## src/hdl/crate_ctl_pkg.sv

```systemverilog
// constants shared by the crate control unit design
package crate_ctl_pkg;
    localparam int          ADDR_W          = 16;
    localparam int          DATA_W          = 8;
    localparam int          NUM_STATIONS    = 23;
    localparam int          BLOCK_BYTES     = 64;
    localparam int          HOST_W          = 16;
    localparam int          HADDR_W         = 16;
    // select region: a15..a10 all ones, a9..a5 choose the unit
    localparam logic [5:0]  SEL_REGION      = 6'h3F;
    localparam logic [4:0]  SEL_CTRL_UNIT   = 5'h18;
    // local register offsets on register_select_lines while the control unit is chosen
    localparam logic [4:0]  OFF_ATTN0       = 5'h00;
    localparam logic [4:0]  OFF_ATTN1       = 5'h01;
    localparam logic [4:0]  OFF_ATTN2       = 5'h02;
    localparam logic [4:0]  OFF_CTRL        = 5'h03;
    localparam logic [4:0]  OFF_STATUS      = 5'h04;
    localparam logic [4:0]  OFF_START_LO    = 5'h05;
    localparam logic [4:0]  OFF_START_HI    = 5'h06;
    localparam logic [4:0]  OFF_END_LO      = 5'h07;
    localparam logic [4:0]  OFF_END_HI      = 5'h08;
    localparam logic [4:0]  OFF_MOVER_GO    = 5'h09;
    localparam logic [4:0]  OFF_STAT_FIFO   = 5'h0A;
    localparam logic [4:0]  OFF_INSTR_FIFO  = 5'h0B;
    // control register fields
    localparam int          CTRL_GATE_BIT   = 7;
    localparam int          GO_DIR_BIT      = 0;
    localparam logic [7:0]  CTRL_RESET      = 8'h00;
    localparam logic [15:0] ADDR_RESET      = 16'h0000;
    localparam int          FIFO_DEPTH      = 4;
endpackage

```

## src/hdl/byte_fifo.sv

```systemverilog
// small synchronous fifo with valid/ready on both sides
`timescale 1ns/1ns
`default_nettype none
module byte_fifo #(
    parameter int WIDTH = 8,
    parameter int DEPTH = 4
) (
    input  wire logic             clk,
    input  wire logic             reset_n,
    input  wire logic [WIDTH-1:0] in_data,
    input  wire logic             in_valid,
    output logic                  in_ready,
    output logic      [WIDTH-1:0] out_data,
    output logic                  out_valid,
    input  wire logic             out_ready
);
    localparam int AW = (DEPTH > 1) ? $clog2(DEPTH) : 1;
    logic [WIDTH-1:0] mem_r [DEPTH];
    logic [AW-1:0]    wr_r;
    logic [AW-1:0]    rd_r;
    logic [AW:0]      cnt_r;
    wire              push = in_valid && in_ready;
    wire              pop  = out_valid && out_ready;
    assign in_ready  = (cnt_r != (AW+1)'(DEPTH));
    assign out_valid = (cnt_r != '0);
    assign out_data  = mem_r[rd_r];

    always_ff @(posedge clk) begin
        if (push) begin
            mem_r[wr_r] <= in_data;
        end
    end

    always_ff @(posedge clk or negedge reset_n) begin
        if (!reset_n) begin
            wr_r  <= '0;
            rd_r  <= '0;
            cnt_r <= '0;
        end else begin
            if (push) begin
                wr_r <= (wr_r == AW'(DEPTH-1)) ? '0 : wr_r + 1'b1;
            end
            if (pop) begin
                rd_r <= (rd_r == AW'(DEPTH-1)) ? '0 : rd_r + 1'b1;
            end
            cnt_r <= cnt_r + (AW+1)'(push) - (AW+1)'(pop);
        end
    end
endmodule
`default_nettype wire

```

## src/hdl/crate_controller.sv

```systemverilog
// crate controller: station select, command lines, attention buffer, mover
//
// Contract
// - addresses 64512 to 65247 select a station
// - top six ones, a5..a9 pick one select
// - data, register_select_lines, strokes extend onto command lines
// - selected station devices answer cpu i/o
// - register buffers the 23 attention lines
// - attention buffer read as three bytes
// - one gated control, one status byte
// - mover holds software start and end address
// - mover steals cycles until end address or 64 bytes
// - mover toggles handshakes, one byte each
// - messages move in 64-byte blocks
// - two fifos: status out, instructions in
// - host words split to and from bytes
// - one station addressed at a time
`timescale 1ns/1ns
`default_nettype none
module crate_controller
    import crate_ctl_pkg::*;
#(
    parameter int NSTAT = crate_ctl_pkg::NUM_STATIONS,
    parameter int BLOCK = crate_ctl_pkg::BLOCK_BYTES
) (
    input  wire logic                              clk,
    input  wire logic                              reset_n,
    input  wire logic [crate_ctl_pkg::ADDR_W-1:0]  cpu_addr,
    input  wire logic [crate_ctl_pkg::DATA_W-1:0]  cpu_data_bits,
    input  wire logic                              cpu_io_wr,
    input  wire logic                              cpu_io_rd,
    output logic      [crate_ctl_pkg::DATA_W-1:0]  cpu_rd_data,
    output logic                                   cpu_mem_sel,
    output logic      [NSTAT-1:0]                  station_sel,
    output logic      [crate_ctl_pkg::DATA_W-1:0]  command_data_out,
    output logic                                   command_data_oe,
    input  wire logic [crate_ctl_pkg::DATA_W-1:0]  command_data_in,
    output logic      [4:0]                        register_select_lines,
    output logic                                   cmd_write,
    output logic                                   cmd_read,
    input  wire logic [NSTAT-1:0]                  attention_request,
    output logic      [crate_ctl_pkg::DATA_W-1:0]  host_ctrl_out,
    input  wire logic [crate_ctl_pkg::DATA_W-1:0]  host_status_in,
    output logic                                   block_handshake_one,
    input  wire logic                              block_handshake_two,
    input  wire logic [crate_ctl_pkg::DATA_W-1:0]  block_data_in,
    output logic      [crate_ctl_pkg::DATA_W-1:0]  block_data_out,
    output logic      [crate_ctl_pkg::HADDR_W-1:0] host_addr,
    output logic                                   host_req,
    output logic                                   host_wr,
    output logic      [crate_ctl_pkg::HOST_W-1:0]  host_wdata,
    input  wire logic [crate_ctl_pkg::HOST_W-1:0]  host_rdata,
    input  wire logic                              host_grant,
    input  wire logic [crate_ctl_pkg::HOST_W-1:0]  host_instr,
    input  wire logic                              host_instr_valid,
    output logic                                   host_instr_ready,
    output logic      [crate_ctl_pkg::HOST_W-1:0]  host_status,
    output logic                                   host_status_valid,
    input  wire logic                              host_status_ready,
    output logic                                   mover_busy
);
    import crate_ctl_pkg::*;

    // ----------------------------------------------------------------
    // station select
    // ----------------------------------------------------------------
    wire        in_region = (cpu_addr[15:10] == SEL_REGION);
    wire [4:0]  unit_code = cpu_addr[9:5];
    wire        sel_ctrl  = in_region && (unit_code == SEL_CTRL_UNIT);
    wire [4:0]  loc_off   = cpu_addr[4:0];
    assign cpu_mem_sel = !in_region;
    // codes 0..22 are stations; 23 and 25..31 select nothing
    genvar g;
    generate
        for (g = 0; g < NSTAT; g++) begin : g_sel
            assign station_sel[g] = in_region &&
                                    (unit_code == 5'(g));
        end
    endgenerate
    wire any_station = |station_sel;

    // ----------------------------------------------------------------
    // command line extension
    // ----------------------------------------------------------------
    // station devices answer only while selected; one code at a time
    assign command_data_out      = cpu_data_bits;
    assign command_data_oe       = any_station && cpu_io_wr;
    assign register_select_lines = loc_off;
    assign cmd_write             = any_station && cpu_io_wr;
    assign cmd_read              = any_station && cpu_io_rd;

    // ----------------------------------------------------------------
    // attention buffer: pins pass two flops
    // ----------------------------------------------------------------
    logic [NSTAT-1:0] attn_s1_r;
    logic [NSTAT-1:0] attn_s2_r;
    always_ff @(posedge clk or negedge reset_n) begin
        if (!reset_n) begin
            attn_s1_r <= '0;
            attn_s2_r <= '0;
        end else begin
            attn_s1_r <= attention_request;
            attn_s2_r <= attn_s1_r;
        end
    end
    wire [23:0] attention_line_buffer = 24'(attn_s2_r);

    logic [DATA_W-1:0] status_s1_r;
    logic [DATA_W-1:0] status_s2_r;
    always_ff @(posedge clk or negedge reset_n) begin
        if (!reset_n) begin
            status_s1_r <= '0;
            status_s2_r <= '0;
        end else begin
            status_s1_r <= host_status_in;
            status_s2_r <= status_s1_r;
        end
    end

    // ----------------------------------------------------------------
    // local registers
    // ----------------------------------------------------------------
    logic [7:0]         ctrl_r;
    logic [HADDR_W-1:0] start_r;
    logic [HADDR_W-1:0] end_r;
    logic               dir_r;
    wire loc_wr = sel_ctrl && cpu_io_wr;
    wire loc_rd = sel_ctrl && cpu_io_rd;
    wire go_wr  = loc_wr && (loc_off == OFF_MOVER_GO);
    // gated output: outputs float to zero while the gate bit is low
    assign host_ctrl_out = ctrl_r[CTRL_GATE_BIT] ? ctrl_r : '0;

    // ----------------------------------------------------------------
    // status and instruction fifos with word packing
    // ----------------------------------------------------------------
    logic [7:0]  stat_lo_r;
    logic        stat_have_r;
    wire         st_in_ready;
    wire         st_push = loc_wr && (loc_off == OFF_STAT_FIFO) &&
                           stat_have_r && st_in_ready;
    byte_fifo #(.WIDTH(HOST_W), .DEPTH(FIFO_DEPTH)) u_stat_fifo (
        .clk       (clk),
        .reset_n   (reset_n),
        .in_data   ({cpu_data_bits, stat_lo_r}),
        .in_valid  (st_push),
        .in_ready  (st_in_ready),
        .out_data  (host_status),
        .out_valid (host_status_valid),
        .out_ready (host_status_ready)
    );
    wire [HOST_W-1:0] ins_word;
    wire              ins_valid;
    logic             ins_hi_r;
    wire ins_rd  = loc_rd && (loc_off == OFF_INSTR_FIFO) && ins_valid;
    wire ins_pop = ins_rd && ins_hi_r;
    byte_fifo #(.WIDTH(HOST_W), .DEPTH(FIFO_DEPTH)) u_instr_fifo (
        .clk       (clk),
        .reset_n   (reset_n),
        .in_data   (host_instr),
        .in_valid  (host_instr_valid),
        .in_ready  (host_instr_ready),
        .out_data  (ins_word),
        .out_valid (ins_valid),
        .out_ready (ins_pop)
    );

    // ----------------------------------------------------------------
    // block mover
    // ----------------------------------------------------------------
    typedef enum logic [2:0] {
        MV_IDLE, MV_FETCH, MV_SEND, MV_RECV, MV_STORE, MV_NEXT
    } mover_state_t;
    mover_state_t       mv_r;
    logic [HADDR_W-1:0] ptr_r;
    logic [HOST_W-1:0]  word_r;
    logic               half_r;
    logic [6:0]         bcnt_r;
    logic [1:0]         h2_s_r;
    // levels, not edges: a port answer that lands while the mover is
    // fetching or storing stays visible until the mover uses it
    wire hs_pending = h2_s_r[1] != block_handshake_one;
    wire last_word = (ptr_r == end_r);
    wire blk_full  = (bcnt_r == 7'(BLOCK));
    assign mover_busy = (mv_r != MV_IDLE);
    assign host_addr  = ptr_r;
    assign host_req   = (mv_r == MV_FETCH) || (mv_r == MV_STORE);
    assign host_wr    = (mv_r == MV_STORE);
    assign host_wdata = word_r;

    always_ff @(posedge clk or negedge reset_n) begin
        if (!reset_n) begin
            h2_s_r    <= '0;
        end else begin
            h2_s_r    <= {h2_s_r[0], block_handshake_two};
        end
    end

    always_ff @(posedge clk or negedge reset_n) begin
        if (!reset_n) begin
            mv_r                <= MV_IDLE;
            ptr_r               <= ADDR_RESET;
            word_r              <= '0;
            half_r              <= 1'b0;
            bcnt_r              <= '0;
            block_handshake_one <= 1'b0;
            block_data_out      <= '0;
        end else begin
            case (mv_r)
                MV_IDLE: begin
                    if (go_wr) begin
                        ptr_r  <= start_r;
                        half_r <= 1'b0;
                        bcnt_r <= '0;
                        // dir_r only takes the new direction at this edge
                        mv_r   <= cpu_data_bits[GO_DIR_BIT] ? MV_RECV
                                                            : MV_FETCH;
                    end
                end
                MV_FETCH: begin
                    if (host_grant) begin
                        word_r <= host_rdata;
                        mv_r   <= MV_SEND;
                    end
                end
                MV_SEND: begin
                    if (!hs_pending) begin
                        block_data_out <= half_r ? word_r[15:8]
                                                 : word_r[7:0];
                        block_handshake_one <= !block_handshake_one;
                        bcnt_r <= bcnt_r + 7'd1;
                        half_r <= !half_r;
                        if (half_r) begin
                            mv_r <= MV_NEXT;
                        end
                    end
                end
                MV_RECV: begin
                    if (hs_pending) begin
                        if (half_r) begin
                            word_r[15:8] <= block_data_in;
                            mv_r <= MV_STORE;
                        end else begin
                            word_r[7:0] <= block_data_in;
                        end
                        half_r <= !half_r;
                        bcnt_r <= bcnt_r + 7'd1;
                        block_handshake_one <= !block_handshake_one;
                    end
                end
                MV_STORE: begin
                    if (host_grant) begin
                        mv_r <= MV_NEXT;
                    end
                end
                MV_NEXT: begin
                    // a block ends at 64 bytes or at the end address
                    if (last_word || blk_full) begin
                        mv_r <= MV_IDLE;
                    end else begin
                        ptr_r <= ptr_r + 16'd1;
                        mv_r  <= dir_r ? MV_RECV : MV_FETCH;
                    end
                end
                default: mv_r <= MV_IDLE;
            endcase
        end
    end

    // ----------------------------------------------------------------
    // register writes
    // ----------------------------------------------------------------
    always_ff @(posedge clk or negedge reset_n) begin
        if (!reset_n) begin
            ctrl_r      <= CTRL_RESET;
            start_r     <= ADDR_RESET;
            end_r       <= ADDR_RESET;
            dir_r       <= 1'b0;
            stat_lo_r   <= '0;
            stat_have_r <= 1'b0;
            ins_hi_r    <= 1'b0;
        end else begin
            if (loc_wr) begin
                case (loc_off)
                    OFF_CTRL:     ctrl_r        <= cpu_data_bits;
                    OFF_START_LO: start_r[7:0]  <= cpu_data_bits;
                    OFF_START_HI: start_r[15:8] <= cpu_data_bits;
                    OFF_END_LO:   end_r[7:0]    <= cpu_data_bits;
                    OFF_END_HI:   end_r[15:8]   <= cpu_data_bits;
                    OFF_MOVER_GO: begin
                        if (!mover_busy) begin
                            dir_r <= cpu_data_bits[GO_DIR_BIT];
                        end
                    end
                    OFF_STAT_FIFO: begin
                        if (!stat_have_r) begin
                            stat_lo_r   <= cpu_data_bits;
                            stat_have_r <= 1'b1;
                        end else if (st_in_ready) begin
                            stat_have_r <= 1'b0;
                        end
                    end
                    default: ;
                endcase
            end
            if (ins_rd) begin
                ins_hi_r <= !ins_hi_r;
            end
        end
    end

    // ----------------------------------------------------------------
    // read data
    // ----------------------------------------------------------------
    logic [7:0] rd_mux;
    always_comb begin
        rd_mux = 8'h00;
        if (any_station) begin
            rd_mux = command_data_in;
        end else if (sel_ctrl) begin
            case (loc_off)
                OFF_ATTN0:      rd_mux = attention_line_buffer[7:0];
                OFF_ATTN1:      rd_mux = attention_line_buffer[15:8];
                OFF_ATTN2:      rd_mux = attention_line_buffer[23:16];
                OFF_CTRL:       rd_mux = ctrl_r;
                OFF_STATUS:     rd_mux = status_s2_r;
                OFF_START_LO:   rd_mux = start_r[7:0];
                OFF_START_HI:   rd_mux = start_r[15:8];
                OFF_END_LO:     rd_mux = end_r[7:0];
                OFF_END_HI:     rd_mux = end_r[15:8];
                OFF_MOVER_GO:   rd_mux = {7'h00, mover_busy};
                OFF_INSTR_FIFO: rd_mux = ins_hi_r ? ins_word[15:8]
                                                  : ins_word[7:0];
                default:        rd_mux = 8'h00;
            endcase
        end
    end

    always_ff @(posedge clk or negedge reset_n) begin
        if (!reset_n) begin
            cpu_rd_data <= '0;
        end else if (cpu_io_rd) begin
            cpu_rd_data <= rd_mux;
        end
    end
endmodule
`default_nettype wire

```

## config.mk

```make
export PLATFORM = sky130hd
export DESIGN_NAME = crate_controller
export DESIGN_NICKNAME = d
export VERILOG_FILES = /design/src/hdl/crate_ctl_pkg.sv /design/src/hdl/byte_fifo.sv /design/src/hdl/crate_controller.sv
export SDC_FILE = /design/constraint.sdc
export NUM_CORES = 1
export LEC_CHECK = 0
export ABC_CLOCK_PERIOD_IN_PS = 4100
export BUFFER_PORTS_ARGS = -buffer_cell sky130_fd_sc_hd__clkbuf_2
export CELL_PAD_IN_SITES_DETAIL_PLACEMENT = 2
export CELL_PAD_IN_SITES_GLOBAL_PLACEMENT = 2
export CORE_AREA = 5 5 191 193
export DETAILED_ROUTE_END_ITERATION = 7
export DIE_AREA = 0 0 196 198
export MAX_ROUTING_LAYER = met4
export PLACE_DENSITY = 0.87
export SETUP_SLACK_MARGIN = 0.5
export SKIP_LAST_GASP = 1
export SLEW_MARGIN = 10
export SYNTH_ARGS = -nofsm -noshare
export SYNTH_HDL_FRONTEND = slang
export SYNTH_SLANG_ARGS = --single-unit
```

## constraint.sdc

```tcl
create_clock -name clk -period 4.1 [get_ports clk]
set_clock_uncertainty 0.2 [all_clocks]
set_input_delay 0.205 -clock clk [delete_from_list [all_inputs] [get_ports clk]]
set_output_delay 0.205 -clock clk [all_outputs]
set_load 0.02 [all_outputs]
```

### After elaboration in Yosys (flattened, before gate mapping)

Memory sizes are Yosys's and may differ from the RTL's.
Index checks and enable logic that the tools add are counted.

* add/sub/neg operators: 10
* equal/unequal tests: 58
* multiplexer cells: 46
* bitwise logic cells: 3
* reduce and logical (&&, ||, !) cells: 71

Operator list (number)
* 8-bit one-hot mux with 11 select lines: 1
* 16-bit 2-to-1 mux: 4
* 16-bit one-hot mux with 2 select lines: 2
* 5-bit by 4-bit equality test with 1-bit output, second input constant: 12
* 8-bit 2-to-1 mux: 7
* 5-bit by 3-bit equality test with 1-bit output, second input constant: 8
* 5-bit equality test, second input constant: 8
* 1-bit logical AND: 39
* 23-bit OR reduction: 1
* 3-bit 2-to-1 mux: 7
* 7-bit 2-to-1 mux: 3
* 7-bit one-hot mux with 3 select lines: 1
* 5-bit by 2-bit equality test with 1-bit output, second input constant: 4
* 3-bit one-hot mux with 6 select lines: 1
* 16-bit by 1-bit adder with 16-bit output, second input constant: 1
* 16-bit equality test: 1
* 2-bit inequality test, second input constant: 8
* 2-bit 2-to-1 mux: 7
* 2-bit AND reduction: 7
* 3-bit AND reduction: 4
* 4-bit AND reduction: 3
* 3-bit nonzero test: 4
* 1-bit 2-to-1 mux: 11
* 5-bit by 1-bit equality test with 1-bit output, second input constant: 2
* 22 further kinds: 42

* register bits: 189
* bits in writable memories: 128
* bits of input ports: 111
* output and inout bits: 118
* word-level logic and storage cells: 219
* memories kept: 2

Memories
* u_instr_fifo.mem_r: words 4, width 16, read ports 1, clocked after memory_dff 0, wr ports 1, RTL line byte_fifo.sv:18 `logic [WIDTH-1:0] mem_r [DEPTH];`
* u_stat_fifo.mem_r: words 4, width 16, read ports 1, clocked after memory_dff 0, wr ports 1, RTL line byte_fifo.sv:18

### Longest topological paths before layout

Gate-level depths: netlist of the first run.

* depth in word-level cells: 9
* gate-level depth with buffers: 11

### Cells and area by module

A second synthesis of the first run with hierarchy kept.

* cells, all modules: 1004
* area total of the unflattened synthesis: 13833.3 sq um

Modules (own cells, without submodules)
* crate_controller: times used 1, cells each 755, area each 8291.7 sq um, seq. area each 4379.2 sq um
* byte_fifo at u_instr_fifo: times used 1, cells each 127, area each 2786.4 sq um, seq. area each 2097.0 sq um
* byte_fifo at u_stat_fifo: times used 1, cells each 122, area each 2755.1 sq um, seq. area each 2097.0 sq um

### Worst setup path before layout of the first run

No wires, ideal clock.

* kind: register to register
* start: register u_stat_fifo.cnt_r[1]
* end: register u_stat_fifo.cnt_r[2]
* library setup time: 0.125 ns
* arrival time: 2.220 ns
* required time: 3.775 ns
* slack: 1.556 ns
* cell stages (with the launch flop): 11
* path buffers: 0
* clock period less this slack: 2.544 ns
* cells stage by stage: dfrtp_1 -> or3_1 -> nand2_1 -> inv_1 -> ha_1 -> inv_1 -> ha_1 -> inv_1 -> fa_1 -> xnor2_1 -> xnor2_1

RTL lines
* from (decl): RTL line byte_fifo.sv:21 `logic [AW:0] cnt_r;`
* from (signal assigned): RTL line byte_fifo.sv:46 `cnt_r <= cnt_r + (AW+1)'(push) - (AW+1)'(pop);`
* 3-bit nonzero test: RTL line byte_fifo.sv:25 `assign out_valid = (cnt_r != '0);`
* named net host_status_valid: RTL line crate_controller.sv:58 `output logic host_status_valid,`
* 1-bit logical AND: RTL line byte_fifo.sv:23 `wire pop = out_valid && out_ready;`
* named net u_stat_fifo.pop: RTL line byte_fifo.sv:23
* 3-bit by 1-bit subtractor with 3-bit output: RTL line byte_fifo.sv:46

The timed path passes the listed nets, and every way through them passes these cells.
A chain may end at the register's enable or synchronous reset.

### Worst setup path in the final report of the first run

* start: register mv_r[0]
* end: register word_r[12] (netlist: host_wdata[12])

* cells in the longest elaborated chain, start to end: 3

RTL lines
* from (decl): RTL line crate_controller.sv:173 `mover_state_t mv_r;`
* from (signal assigned): RTL line crate_controller.sv:215 `mv_r <= cpu_data_bits[GO_DIR_BIT] ? MV_RECV`
* from (signal assigned): RTL line crate_controller.sv:261 `mv_r <= dir_r ? MV_RECV : MV_FETCH;`
* 3-bit by 2-bit equality test with 1-bit output or 3-bit by 1-bit equality test with 1-bit output (tied branches): RTL line crate_controller.sv:208 `case (mv_r)`
* 2-bit inequality test (no source line) or 2-bit nonzero test (tied branches)
* 4-bit AND reduction (no source line)
* to (signal assigned): RTL line crate_controller.sv:221 `word_r <= host_rdata;`
* to (signal assigned): RTL line crate_controller.sv:240 `word_r[15:8] <= block_data_in;`
* to (decl): RTL line crate_controller.sv:175 `logic [HOST_W-1:0] word_r;`

Several ways; a longest one is shown, not always the timed one.

==> results of run 1 <==
[layout by cell type, fill, tap and decap left out, drive strengths merged, types with 13 or more instances in the layout]
master	Yosys	routed
nand2	42	42
a21oi	43	43
xnor2	22	22
nor2b	15	15
nand3	13	13
nor3	34	34
a22oi	14	14
dlygate4sd3	0	96
mux2i	15	15
edfxtp	128	128
o21ai	23	23
a31oi	21	21
ha	17	17
dfrtp	189	189
and3	34	34
and2	21	21
nor2	80	80
inv	24	27
mux2	54	54
mux4	32	32
clkbuf	43	283
[power breakdown]
group	internal, mW	switching [mW]	total, mW
Combinational	1.03	1.57	2.60
Clock	2.01	1.41	3.41
Sequential	3.78	0.646	4.42
Total	6.82	3.62	10.4
[worst paths after layout]
| check | cells past startpoint | from | slack (ns) | end |
|---|---|---|---|---|
| min in group asynchronous | 2 | reset_n | 0.11 | stat_lo_r[1] |
| max reg2reg | 5 | mv_r[0] | 0.81 | host_wdata[12] |
| max | 5 | mv_r[0] | 0.81 | host_wdata[12] |
| min reg2reg | 0 | attn_s1_r[15] | 0.15 | attn_s2_r[15] |
| max in group asynchronous | 3 | reset_n | 2.53 | cpu_rd_data[6] |
| min | 4 | block_data_in[0] | 0.01 | host_wdata[0] |
[layer usage]
| metal | vias to the layer above | track usage, % | wire length (um) |
|---|---|---|---|
| met2 | 449 | 51.2 | 28900 |
| met3 | 122 | 4.27 | 2730 |
| met5 | - | - | 0 |
| met1 | 5454 | 32.8 | 20200 |
| li1 | 4378 | - | - |
| met4 | 0 | 9.93 | 2010 |
[cell usage after synthesis (all sizes together), types with 7 or more instances]
master	number	area, sq um
a21oi	43	215
a22oi	14	105
a31oi	21	131
a32oi	7	61.3
and2	21	131
and3	34	213
buf	27	183
clkbuf	43	161
dfrtp	189	4730
edfxtp	128	3840
ha	17	213
inv	24	90.1
mux2	54	608
mux2i	15	150
mux4	32	721
nand2	42	158
nand2b	11	68.8
nand3	13	65.1
nand4	12	75.1
nor2	80	300
nor2b	15	93.8
nor3	34	175
nor4	7	58.8
o211ai	7	52.6
o21ai	23	115
o32a	11	110
xnor2	22	193
[critical path: cells and delay by family, from the launching register on]
| family | cells | cell delay [ns] |
|---|---|---|
| AOI/OAI and AO/OA | 2 | 0.45 |
| buffers and inverters | 1 | 0.59 |
| DFF | 1 | 0.60 |
| and+or+nand+nor | 2 | 1.26 |
[cells by family after synthesis]
logic type,after synthesis
buffers and inverters,94
DFF,317
AOI/OAI and AO/OA,161
muxes,101
adders and majority gates,19
and+or+nand+nor,300
xor gates and xnor gates,25
[final cells by class]
class | instances | area [sq um]
flip-flops and latches | 317 | 8570
clock buffers | 55 | 1070
clock inverters | 10 | 139
multi-input cells | 606 | 4670
diodes | 2 | 5.00
fillers | 3303 | 17100
repair buffers | 336 | 2200
inverters | 24 | 90.1
well taps | 455 | 569
[sequential cells by signal (all words and copies together) (netlist names), 3 cells and up]
signal	flops
cpu_rd_data	8
stat_lo_r	8
bcnt_r	7
status_s1_r	8
attn_s2_r	23
u_stat_fifo.mem_r	64
u_stat_fifo.cnt_r	3
mv_r	3
start_r	16
end_r	16
ctrl_r	8
host_wdata	16
host_addr	16
u_instr_fifo.mem_r	64
status_s2_r	8
block_data_out	8
attn_s1_r	23
u_instr_fifo.cnt_r	3
[timing repair]
action,in CTS,in global routing
resized for setup,0,0
hold endpoints to repair,254,0
hold buffers,96,0
buffers inserted,0,0
[per-stage QoR]
step / power (mW) / hold WS (ns) / std cells / cell area, sq um
after floorplan: 5.79 / -0.291 / 1017 / 13700
after global placement: 6.57 / 0.114 / 1642 / 15100
after detailed placement: 6.77 / 0.115 / 1642 / 15100
after CTS: 10.3 / 0.000820 / 1803 / 17300
after global routing: 10.9 / 0.000584 / 1804 / 17300
final: 10.4 / 0.0123 / 1805 / 17300
==> flow_summary_export.csv, run 1 <==
group,metric,value,unit
global_route,grt_pass1_wl,81200,um
routing,drtIter0Drc,810,
yosys,synthSimpleGateAreaFrac,11.7,%
place,port_buffers,228,
yosys,synth_edf_count,128,
critical_path,slowest_stage,"nor2b_1",
routing,final_antenna_net_count,0,
yosys,synth.area.mux_share,10.8,%
global_route,grt.total_usage,28.6,%
critical_path,max_stage_delay,0.68,ns
critical_path,required,4.24,ns
critical_path,critPathMostFrequentCell,"a21oi_1",
global_route,grt_max_degree,93,
critical_path,crit_chain,"nor2b_1 -> nand2_1 -> a21oi_1 -> dlygate4sd3_1 -> a21oi_1",
timing,fin_crit,3.29,ns
timing,hold_viol_final,0,
critical_path,criticalPathCategory,"register to register",
die,die_height,198,um
die,rows,68,
critical_path,crit_path_end_kind,"register",
clocking,cts-root-buf,"clkbuf_16",
yosys,syn-num-nets,1147,
critical_path,cp.arrival,3.44,ns
timing,finalSetupViolations,0,
power,cellLeakagePower,7.38,nW
power,powerDensity,603,mW/mm^2
clocking,cts_made_buffers,36,
min_path,hp-class,"input port to register",
yosys,synth_adder_area_share,1.85,%
status,outcome,"finished, final reports clean",
global_route,grt_pass1_vias,12100,
timing,min_period_over_period,80.3,%
place,post-place-ws,0.772,ns
die,boundaryPins,229,
routing,vias_per_cell,5.76,
routing,drc,0,
layout,area_delta_synth_final,26.8,%
timing,tightest_slew,1.13,ns
timing,layout_setup_ws,0.807,ns
global_route,grt_remaining_overflow,0,
critical_path,start_kind,"register",
timing,fmax,304,MHz
run,maxCapViolCount,0,
timing,rsz0062_at_grt,"false",
yosys,synth_cell_types,63,
routing,wl_per_cell,29.8,um
yosys,synth_xor_area_share,1.70,%
layout,drive_gt1_share,29.3,%
clocking,cts_buffer_depth,3,
die,die_w,196,um
clocking,htree_levels,2,
timing,fin_setup_tns,0,ns
yosys,syn_area,0.0137,sq mm
routing,drtPass1Iterations,5,
global_route,antenna_found_initial,1,
yosys,async_flop_share,59.6,%
routing,routed_wl,53800,um
yosys,synth_ff_type,"dfrtp_1",
die,dieArea,0.0388,sq mm
yosys,synth_top_family_by_area,"simple AND/OR/NAND/NOR gates",
clocking,clock_latency,0.54,ns
clocking,cts_tree,"built",
yosys,synth_compound_area_share,7.95,%
timing,maxSlewViolCount,0,
place,gp_congestion,0.833,
layout,nets,1451,
yosys,synth_seq_area_share,62.8,%
layout,final_util,50.4,%
routing,vias,10400,
yosys,yosysWarnings,0,
clocking,clock_sinks,317,
yosys,syn-instance-count,1017,
timing,relSlewSlack,24.9,%
place,dp_hpwl,32400,um
yosys,synth.ff_latch_count,317,
clocking,cts.clk_slew.worst_paths,0.07,ns
yosys,synth_area_per_cell,13.4,sq um
die,core,0.0344,sq mm
die,start_util,39.7,%
critical_path,worst-path-max-fanout,16,
power,vdd_drop_max,367,uV
Note: power is estimated with default switching activity, not from simulation.
==> run 2: changes to the inputs <==
--- a/config.mk
+++ b/config.mk
@@ -5,15 +5,15 @@
 export SDC_FILE = /design/constraint.sdc
 export NUM_CORES = 1
 export LEC_CHECK = 0
-export ABC_CLOCK_PERIOD_IN_PS = 4100
+export ABC_CLOCK_PERIOD_IN_PS = 3100
 export BUFFER_PORTS_ARGS = -buffer_cell sky130_fd_sc_hd__clkbuf_2
 export CELL_PAD_IN_SITES_DETAIL_PLACEMENT = 2
 export CELL_PAD_IN_SITES_GLOBAL_PLACEMENT = 2
-export CORE_AREA = 5 5 191 193
+export CORE_AREA = 5 5 194 196
 export DETAILED_ROUTE_END_ITERATION = 7
-export DIE_AREA = 0 0 196 198
+export DIE_AREA = 0 0 199 201
 export MAX_ROUTING_LAYER = met4
-export PLACE_DENSITY = 0.87
+export PLACE_DENSITY = 0.84
 export SETUP_SLACK_MARGIN = 0.5
 export SKIP_LAST_GASP = 1
 export SLEW_MARGIN = 10
==> constraint.sdc (replaced) <==
create_clock -name clk -period 3.1 [get_ports clk]
set_clock_uncertainty 0.2 [all_clocks]
set_input_delay 0.155 -clock clk [delete_from_list [all_inputs] [get_ports clk]]
set_output_delay 0.155 -clock clk [all_outputs]
set_load 0.02 [all_outputs]
==> run 2 against run 1 <==
Against the previous run:
- sequential share of layout area decreased by 1.2 points
- die area up 3.1%
- core utilization down 0.98 points
- hold slack improved by 0.064 ns
- critical path type unchanged
- highest routed layer unchanged
- count of clock-buffer cells in the layout decreased by 7
- first-iteration DRC count increased by 2.2%
- cell area increased by 2.4%
- combinational power up 49%
- wire length increased by 4.6%
- largest power group unchanged
==> flow_summary_export.csv, run 2 (synthesis results as in run 1) <==
group,metric,value,unit
clocking,cts_made_buffers,35,
critical_path,ff2ff_path_depth,9,
power,pwr-share-seq,40.7,%
routing,drc,0,
critical_path,cp.arrival,2.81,ns
critical_path,start_kind,"register",
place,gp_congestion,0.835,
global_route,grt_remaining_overflow,0,
place,dp_hpwl,34700,um
critical_path,required,3.32,ns
place,place_area,0.0154,sq mm
power,power_switching,4.83,mW
timing,holdWs,0.0758,ns
power,cellLeakagePower,7.62,nW
die,start_util,38.0,%
timing,tightest_slew,1.03,ns
status,outcome,"finished, final reports clean",
die,die_height,201,um
global_route,grt_pass1_wl,84000,um
critical_path,crit_path_end_kind,"register",
routing,vias,10700,
clocking,clock_latency,0.52,ns
run,maxCapViolCount,0,
global_route,grt_pass1_vias,12300,
timing,finalSetupViolations,0,
layout,stdcell_area,0.0177,sq mm
timing,fin_crit,2.59,ns
global_route,grt.total_usage,28.9,%
die,dieArea,0.0400,sq mm
critical_path,criticalPathCategory,"register to register",
critical_path,slowest_stage,"fa_1",
clocking,clock_sinks,317,
layout,layout_commonest_cell,"clkbuf_2",
timing,fmax,386,MHz
clocking,cts.clk_slew.worst_paths,0.07,ns
timing,maxSlewViolCount,0,
clocking,htree_levels,2,
place,port_buffers,228,
die,rows,70,
die,die_w,199,um
layout,final_cell_mix,"227 x clkbuf_2, 187 x dfrtp_1, 128 x edfxtp_1, 102 x dlygate4sd3_1, 79 x nor2_1",
clocking,cts-root-buf,"clkbuf_16",
critical_path,worst-path-max-fanout,3,
power,switching_share,34.5,%
min_path,hp-class,"input port to asynchronous set/reset pin",
power,internal_power,9.15,mW
layout,drive_gt1_share,32.2,%
power,power_frac_comb,27.7,%
timing,min_period_over_period,83.6,%
routing,final_antenna_net_count,0,
routing,wl_per_cell,30.2,um
power,powerDensity,788,mW/mm^2
global_route,antenna_found_initial,3,
power,clkPwrFrac,31.6,%
clocking,cts_buffer_depth,3,
timing,fin_setup_tns,0,ns
routing,drtPass1Iterations,7,
global_route,grt_max_degree,99,
routing,routed_wl,56200,um
timing,hold_viol_final,0,
routing,vias_per_cell,5.75,
clocking,cts_tree,"built",
timing,rsz0062_at_grt,"false",
layout,nets,1494,
die,boundaryPins,229,
timing,relSlewSlack,31.2,%
die,core,0.0359,sq mm
critical_path,max_stage_delay,0.42,ns
layout,largestRegisters,"u_instr_fifo.mem_r (64), u_stat_fifo.mem_r (64)",
power,vdd_drop_max,468,uV
layout,area_delta_synth_final,29.9,%
routing,drtIter0Drc,828,
critical_path,crit_chain,"nor3_1 -> or3_1 -> nor3_2 -> ha_1 -> inv_1 -> ha_1 -> fa_1 -> xnor2_1 -> xnor2_1",
==> run 2: what timing repair did <==
| action | CTS | global route |
|---|---|---|
| pin swaps | 0 | 1 |
| hold buffers | 102 | 0 |
| setup endpoints to repair | 2 | 46 |
| hold endpoints to repair | 285 | 0 |
| gates resized for setup | 6 | 16 |
| setup buffers | 1 | 2 |
==> run 2: metal layers <==
metal,global-route usage (%),vias up,wire [um]
met3,5.35,147,3500
met4,12.0,0,2640
met2,50.1,511,29900
met1,32.8,5565,20200
li1,-,4485,-
met5,-,-,0
==> run 2: stage by stage <==
stage | worst slack, ns | utilization [%] | cells | total power, mW
after global routing | 0.498 | 49.4 | 1861 | 14.6
after floorplan | 0.556 | - | 1017 | 7.66
after global placement | 0.129 | 42.9 | 1690 | 8.84
after CTS | 0.516 | 49.2 | 1856 | 13.7
final | 0.509 | 49.4 | 1861 | 14.0
after detailed placement | 0.135 | 42.9 | 1690 | 9.10
==> run 2: final timing paths <==
check	startpoint	to	slack, ns
max	u_instr_fifo.cnt_r[2]	u_instr_fifo.cnt_r[2]	0.51
min	reset_n	end_r[12]	0.08
max reg2reg	u_instr_fifo.cnt_r[2]	u_instr_fifo.cnt_r[2]	0.51
min reg2reg	attn_s1_r[20]	attn_s2_r[20]	0.16
max in group asynchronous	reset_n	attn_s1_r[18]	1.68
min in group clk	attention_request[17]	attn_s1_r[17]	0.08
==> run 2: critical path: cells and delay by family, from the launching register on <==
family | cells | cell delay, ns
buf+inv | 1 | 0.05
fa+ha+maj | 3 | 0.81
xor+xnor | 2 | 0.39
flops | 1 | 0.40
simple gates | 3 | 0.62
==> run 2: power by group through the flow <==
| stage | combinational [mW] | clock, mW | sequential [mW] |
|---|---|---|---|
| finish | 3.87 | 4.42 | 5.69 |
| global route | 4.17 | 4.67 | 5.74 |
| CTS | 3.66 | 4.42 | 5.64 |
| detailed placement | 3.39 | 0 | 5.71 |
| global placement | 3.20 | 0 | 5.63 |
| floorplan | 1.94 | 0 | 5.73 |
==> run 2: area by class of cell <==
type | instances | area (sq um)
clock inverter | 15 | 169
tap | 468 | 586
antenna | 3 | 7.51
fill | 3452 | 18200
clock buffer | 48 | 1020
multi-input combinational | 606 | 4750
sequential | 317 | 8580
timing repair buffer | 380 | 2550
inverter | 24 | 90.1
==> run 3: changes to the inputs <==
--- a/config.mk
+++ b/config.mk
@@ -5,7 +5,7 @@
 export SDC_FILE = /design/constraint.sdc
 export NUM_CORES = 1
 export LEC_CHECK = 0
-export ABC_CLOCK_PERIOD_IN_PS = 3100
+export ABC_CLOCK_PERIOD_IN_PS = 2600
 export BUFFER_PORTS_ARGS = -buffer_cell sky130_fd_sc_hd__clkbuf_2
 export CELL_PAD_IN_SITES_DETAIL_PLACEMENT = 2
 export CELL_PAD_IN_SITES_GLOBAL_PLACEMENT = 2
==> constraint.sdc (replaced) <==
create_clock -name clk -period 2.6 [get_ports clk]
set_clock_uncertainty 0.2 [all_clocks]
set_input_delay 0.13 -clock clk [delete_from_list [all_inputs] [get_ports clk]]
set_output_delay 0.13 -clock clk [all_outputs]
set_load 0.02 [all_outputs]
==> run 3 against run 2 <==
Against the previous run:
- the run now ends with hold timing left
- wire length rose by 8.1%
- clock power increased by 16%
- cell count rose by 2.6%
- sequential share of layout area fell by 2.2 points
- combinational power increased by 40%
- flip-flop and latch count did not move
- core utilization grew 2.5 points
- worst setup slack worse by 0.44 ns
- register-to-register slack worse by 0.44 ns
- fmax up 2.4%
- critical endpoint is now host_addr[1]
- first-iteration DRC count up 12%
==> flow_summary_export.csv, run 3 (synthesis results as in run 1) <==
group,metric,value,unit
status,outcome,"complete, but fails checks",
status,violations,"hold timing",
timing,rsz0062_at_grt,"true",
place,gp_congestion,0.843,
power,power_frac_comb,31.1,%
clocking,cts-root-buf,"clkbuf_16",
die,rows,70,
critical_path,crit_path_end_kind,"register",
place,dp_hpwl,34300,um
layout,final_util,51.9,%
critical_path,ff2ff_path_depth,6,
global_route,grt_max_degree,62,
layout,fin_cells,1910,
power,pwr-share-seq,39.3,%
routing,drc,0,
timing,fin_crit,2.53,ns
clocking,htree_levels,2,
layout,drive_gt1_share,39.3,%
power,cellLeakagePower,8.01,nW
timing,layout_setup_ws,0.0692,ns
critical_path,slowest_stage,"dfrtp_1",
run,maxCapViolCount,0,
critical_path,worst-path-max-fanout,6,
timing,maxSlewViolCount,0,
timing,fin_setup_tns,0,ns
routing,wl_per_cell,31.8,um
clocking,cts_made_buffers,37,
die,dieArea,0.0400,sq mm
critical_path,worstReg2RegEnd,"host_addr[1]",
routing,drtPass1Iterations,5,
layout,area_delta_synth_final,36.4,%
timing,relSlewSlack,50.6,%
timing,min_period_over_period,97.3,%
power,switching_share,36.5,%
clocking,cts.clk_slew.worst_paths,0.07,ns
global_route,grt.total_usage,28.5,%
place,port_buffers,228,
global_route,grt_pass1_vias,12300,
layout,stdcell_area,0.0186,sq mm
clocking,cts_buffer_depth,3,
die,start_util,38.0,%
timing,fmax,395,MHz
critical_path,criticalPathCategory,"register to register",
die,boundaryPins,229,
place,placedCellCount,1708,
critical_path,crit_chain,"xnor2_2 -> nand4_1 -> nor4_4 -> buf_6 -> o22a_4 -> mux2_2",
critical_path,critical_path.reg2reg.startpoint,"end_r[14]",
place,place_area,0.0157,sq mm
routing,vias,11200,
power,powerDensity,934,mW/mm^2
power,vdd_drop_max,574,uV
die,core,0.0359,sq mm
timing,finalSetupViolations,0,
min_path,hp-class,"input port to asynchronous set/reset pin",
critical_path,required,2.83,ns
die,die_w,199,um
clocking,clock_sinks,317,
layout,final_cell_mix,"211 x clkbuf_2, 175 x dfrtp_1, 128 x edfxtp_1, 94 x dlygate4sd3_1, 85 x buf_4",
critical_path,max_stage_delay,0.52,ns
global_route,antenna_found_initial,1,
power,fin_total_pwr,17.4,mW
timing,tightest_slew,0.739,ns
critical_path,cp.arrival,2.77,ns
routing,routed_wl,60800,um
routing,vias_per_cell,5.88,
global_route,grt_remaining_overflow,0,
routing,final_antenna_net_count,0,
global_route,grt_pass1_wl,82800,um
die,die_height,201,um
layout,layout_commonest_cell,"clkbuf_2",
timing,hold_viol_final,51,
routing,drtIter0Drc,926,
layout,largestRegisters,"u_instr_fifo.mem_r (64), u_stat_fifo.mem_r (64)",
layout,nets,1543,
clocking,clock_latency,0.55,ns
clocking,cts_tree,"built",
power,power_switching,6.35,mW
power,internal_power,11.0,mW
timing,holdWs,-0.0184,ns
place,post-place-ws,0.0453,ns
power,clkPwrFrac,29.5,%
critical_path,r2r_slack,0.07,ns
critical_path,start_kind,"register",
[run 3: power by group through the flow]
stage                     logic [mW]  registers [mW]  clock network [mW]
after CTS                       4.60            6.71                5.05
after floorplan                 2.38            6.83                   0
final                           5.41            6.84                5.14
after global placement          3.95            6.70                   0
after detailed placement        4.18            6.77                   0
after global routing            5.70            6.88                5.45
[run 3: critical path: cells and delay by family (launching register included)]
kind	cells	cell delay [ns]
muxes	1	0.36
and+or+nand+nor	2	0.54
DFF	1	0.52
xor gates and xnor gates	1	0.36
buffers and inverters	1	0.20
AOI/OAI and AO/OA	1	0.22
[run 3: worst max path at each step]
stage	start	endpoint	slack (ns)	cells past startpoint
final	end_r[14]	host_addr[1]	0.07	6
after global routing	end_r[14]	host_addr[14]	0.03	7
after CTS	u_instr_fifo.cnt_r[1]	u_instr_fifo.cnt_r[2]	0.34	9
after detailed placement	cpu_addr[7]	dir_r	0.05	9
after global placement	cpu_addr[7]	u_instr_fifo.cnt_r[2]	0.20	11
after floorplan	u_stat_fifo.cnt_r[1]	u_stat_fifo.cnt_r[2]	0.29	10
[run 3: final cells by class]
type / count / area [sq um]
inverters: 24 / 92.6
repair buffers: 426 / 3110
multi-input cells: 607 / 5100
clock buffers: 48 / 1040
fillers: 3355 / 17300
well taps: 468 / 586
diodes: 1 / 2.50
flip-flops and latches: 317 / 8590
clock inverters: 19 / 110
[run 3: timing repair]
item / in CTS / in global routing
endpoints found under the hold margin: 382 / 0
hold buffers: 94 / 0
endpoints found under the setup margin: 123 / 98
resized for setup: 42 / 104
pin swaps: 8 / 17
gates cloned: 2 / 3
setup buffers: 12 / 23
[run 3: metal layers]
metal / GRT usage, % / share of wire [%]
met3: 4.38 / 5.7
met5: - / 0
met4: 12.9 / 5.0
met2: 49.8 / 53
met1: 32.1 / 36
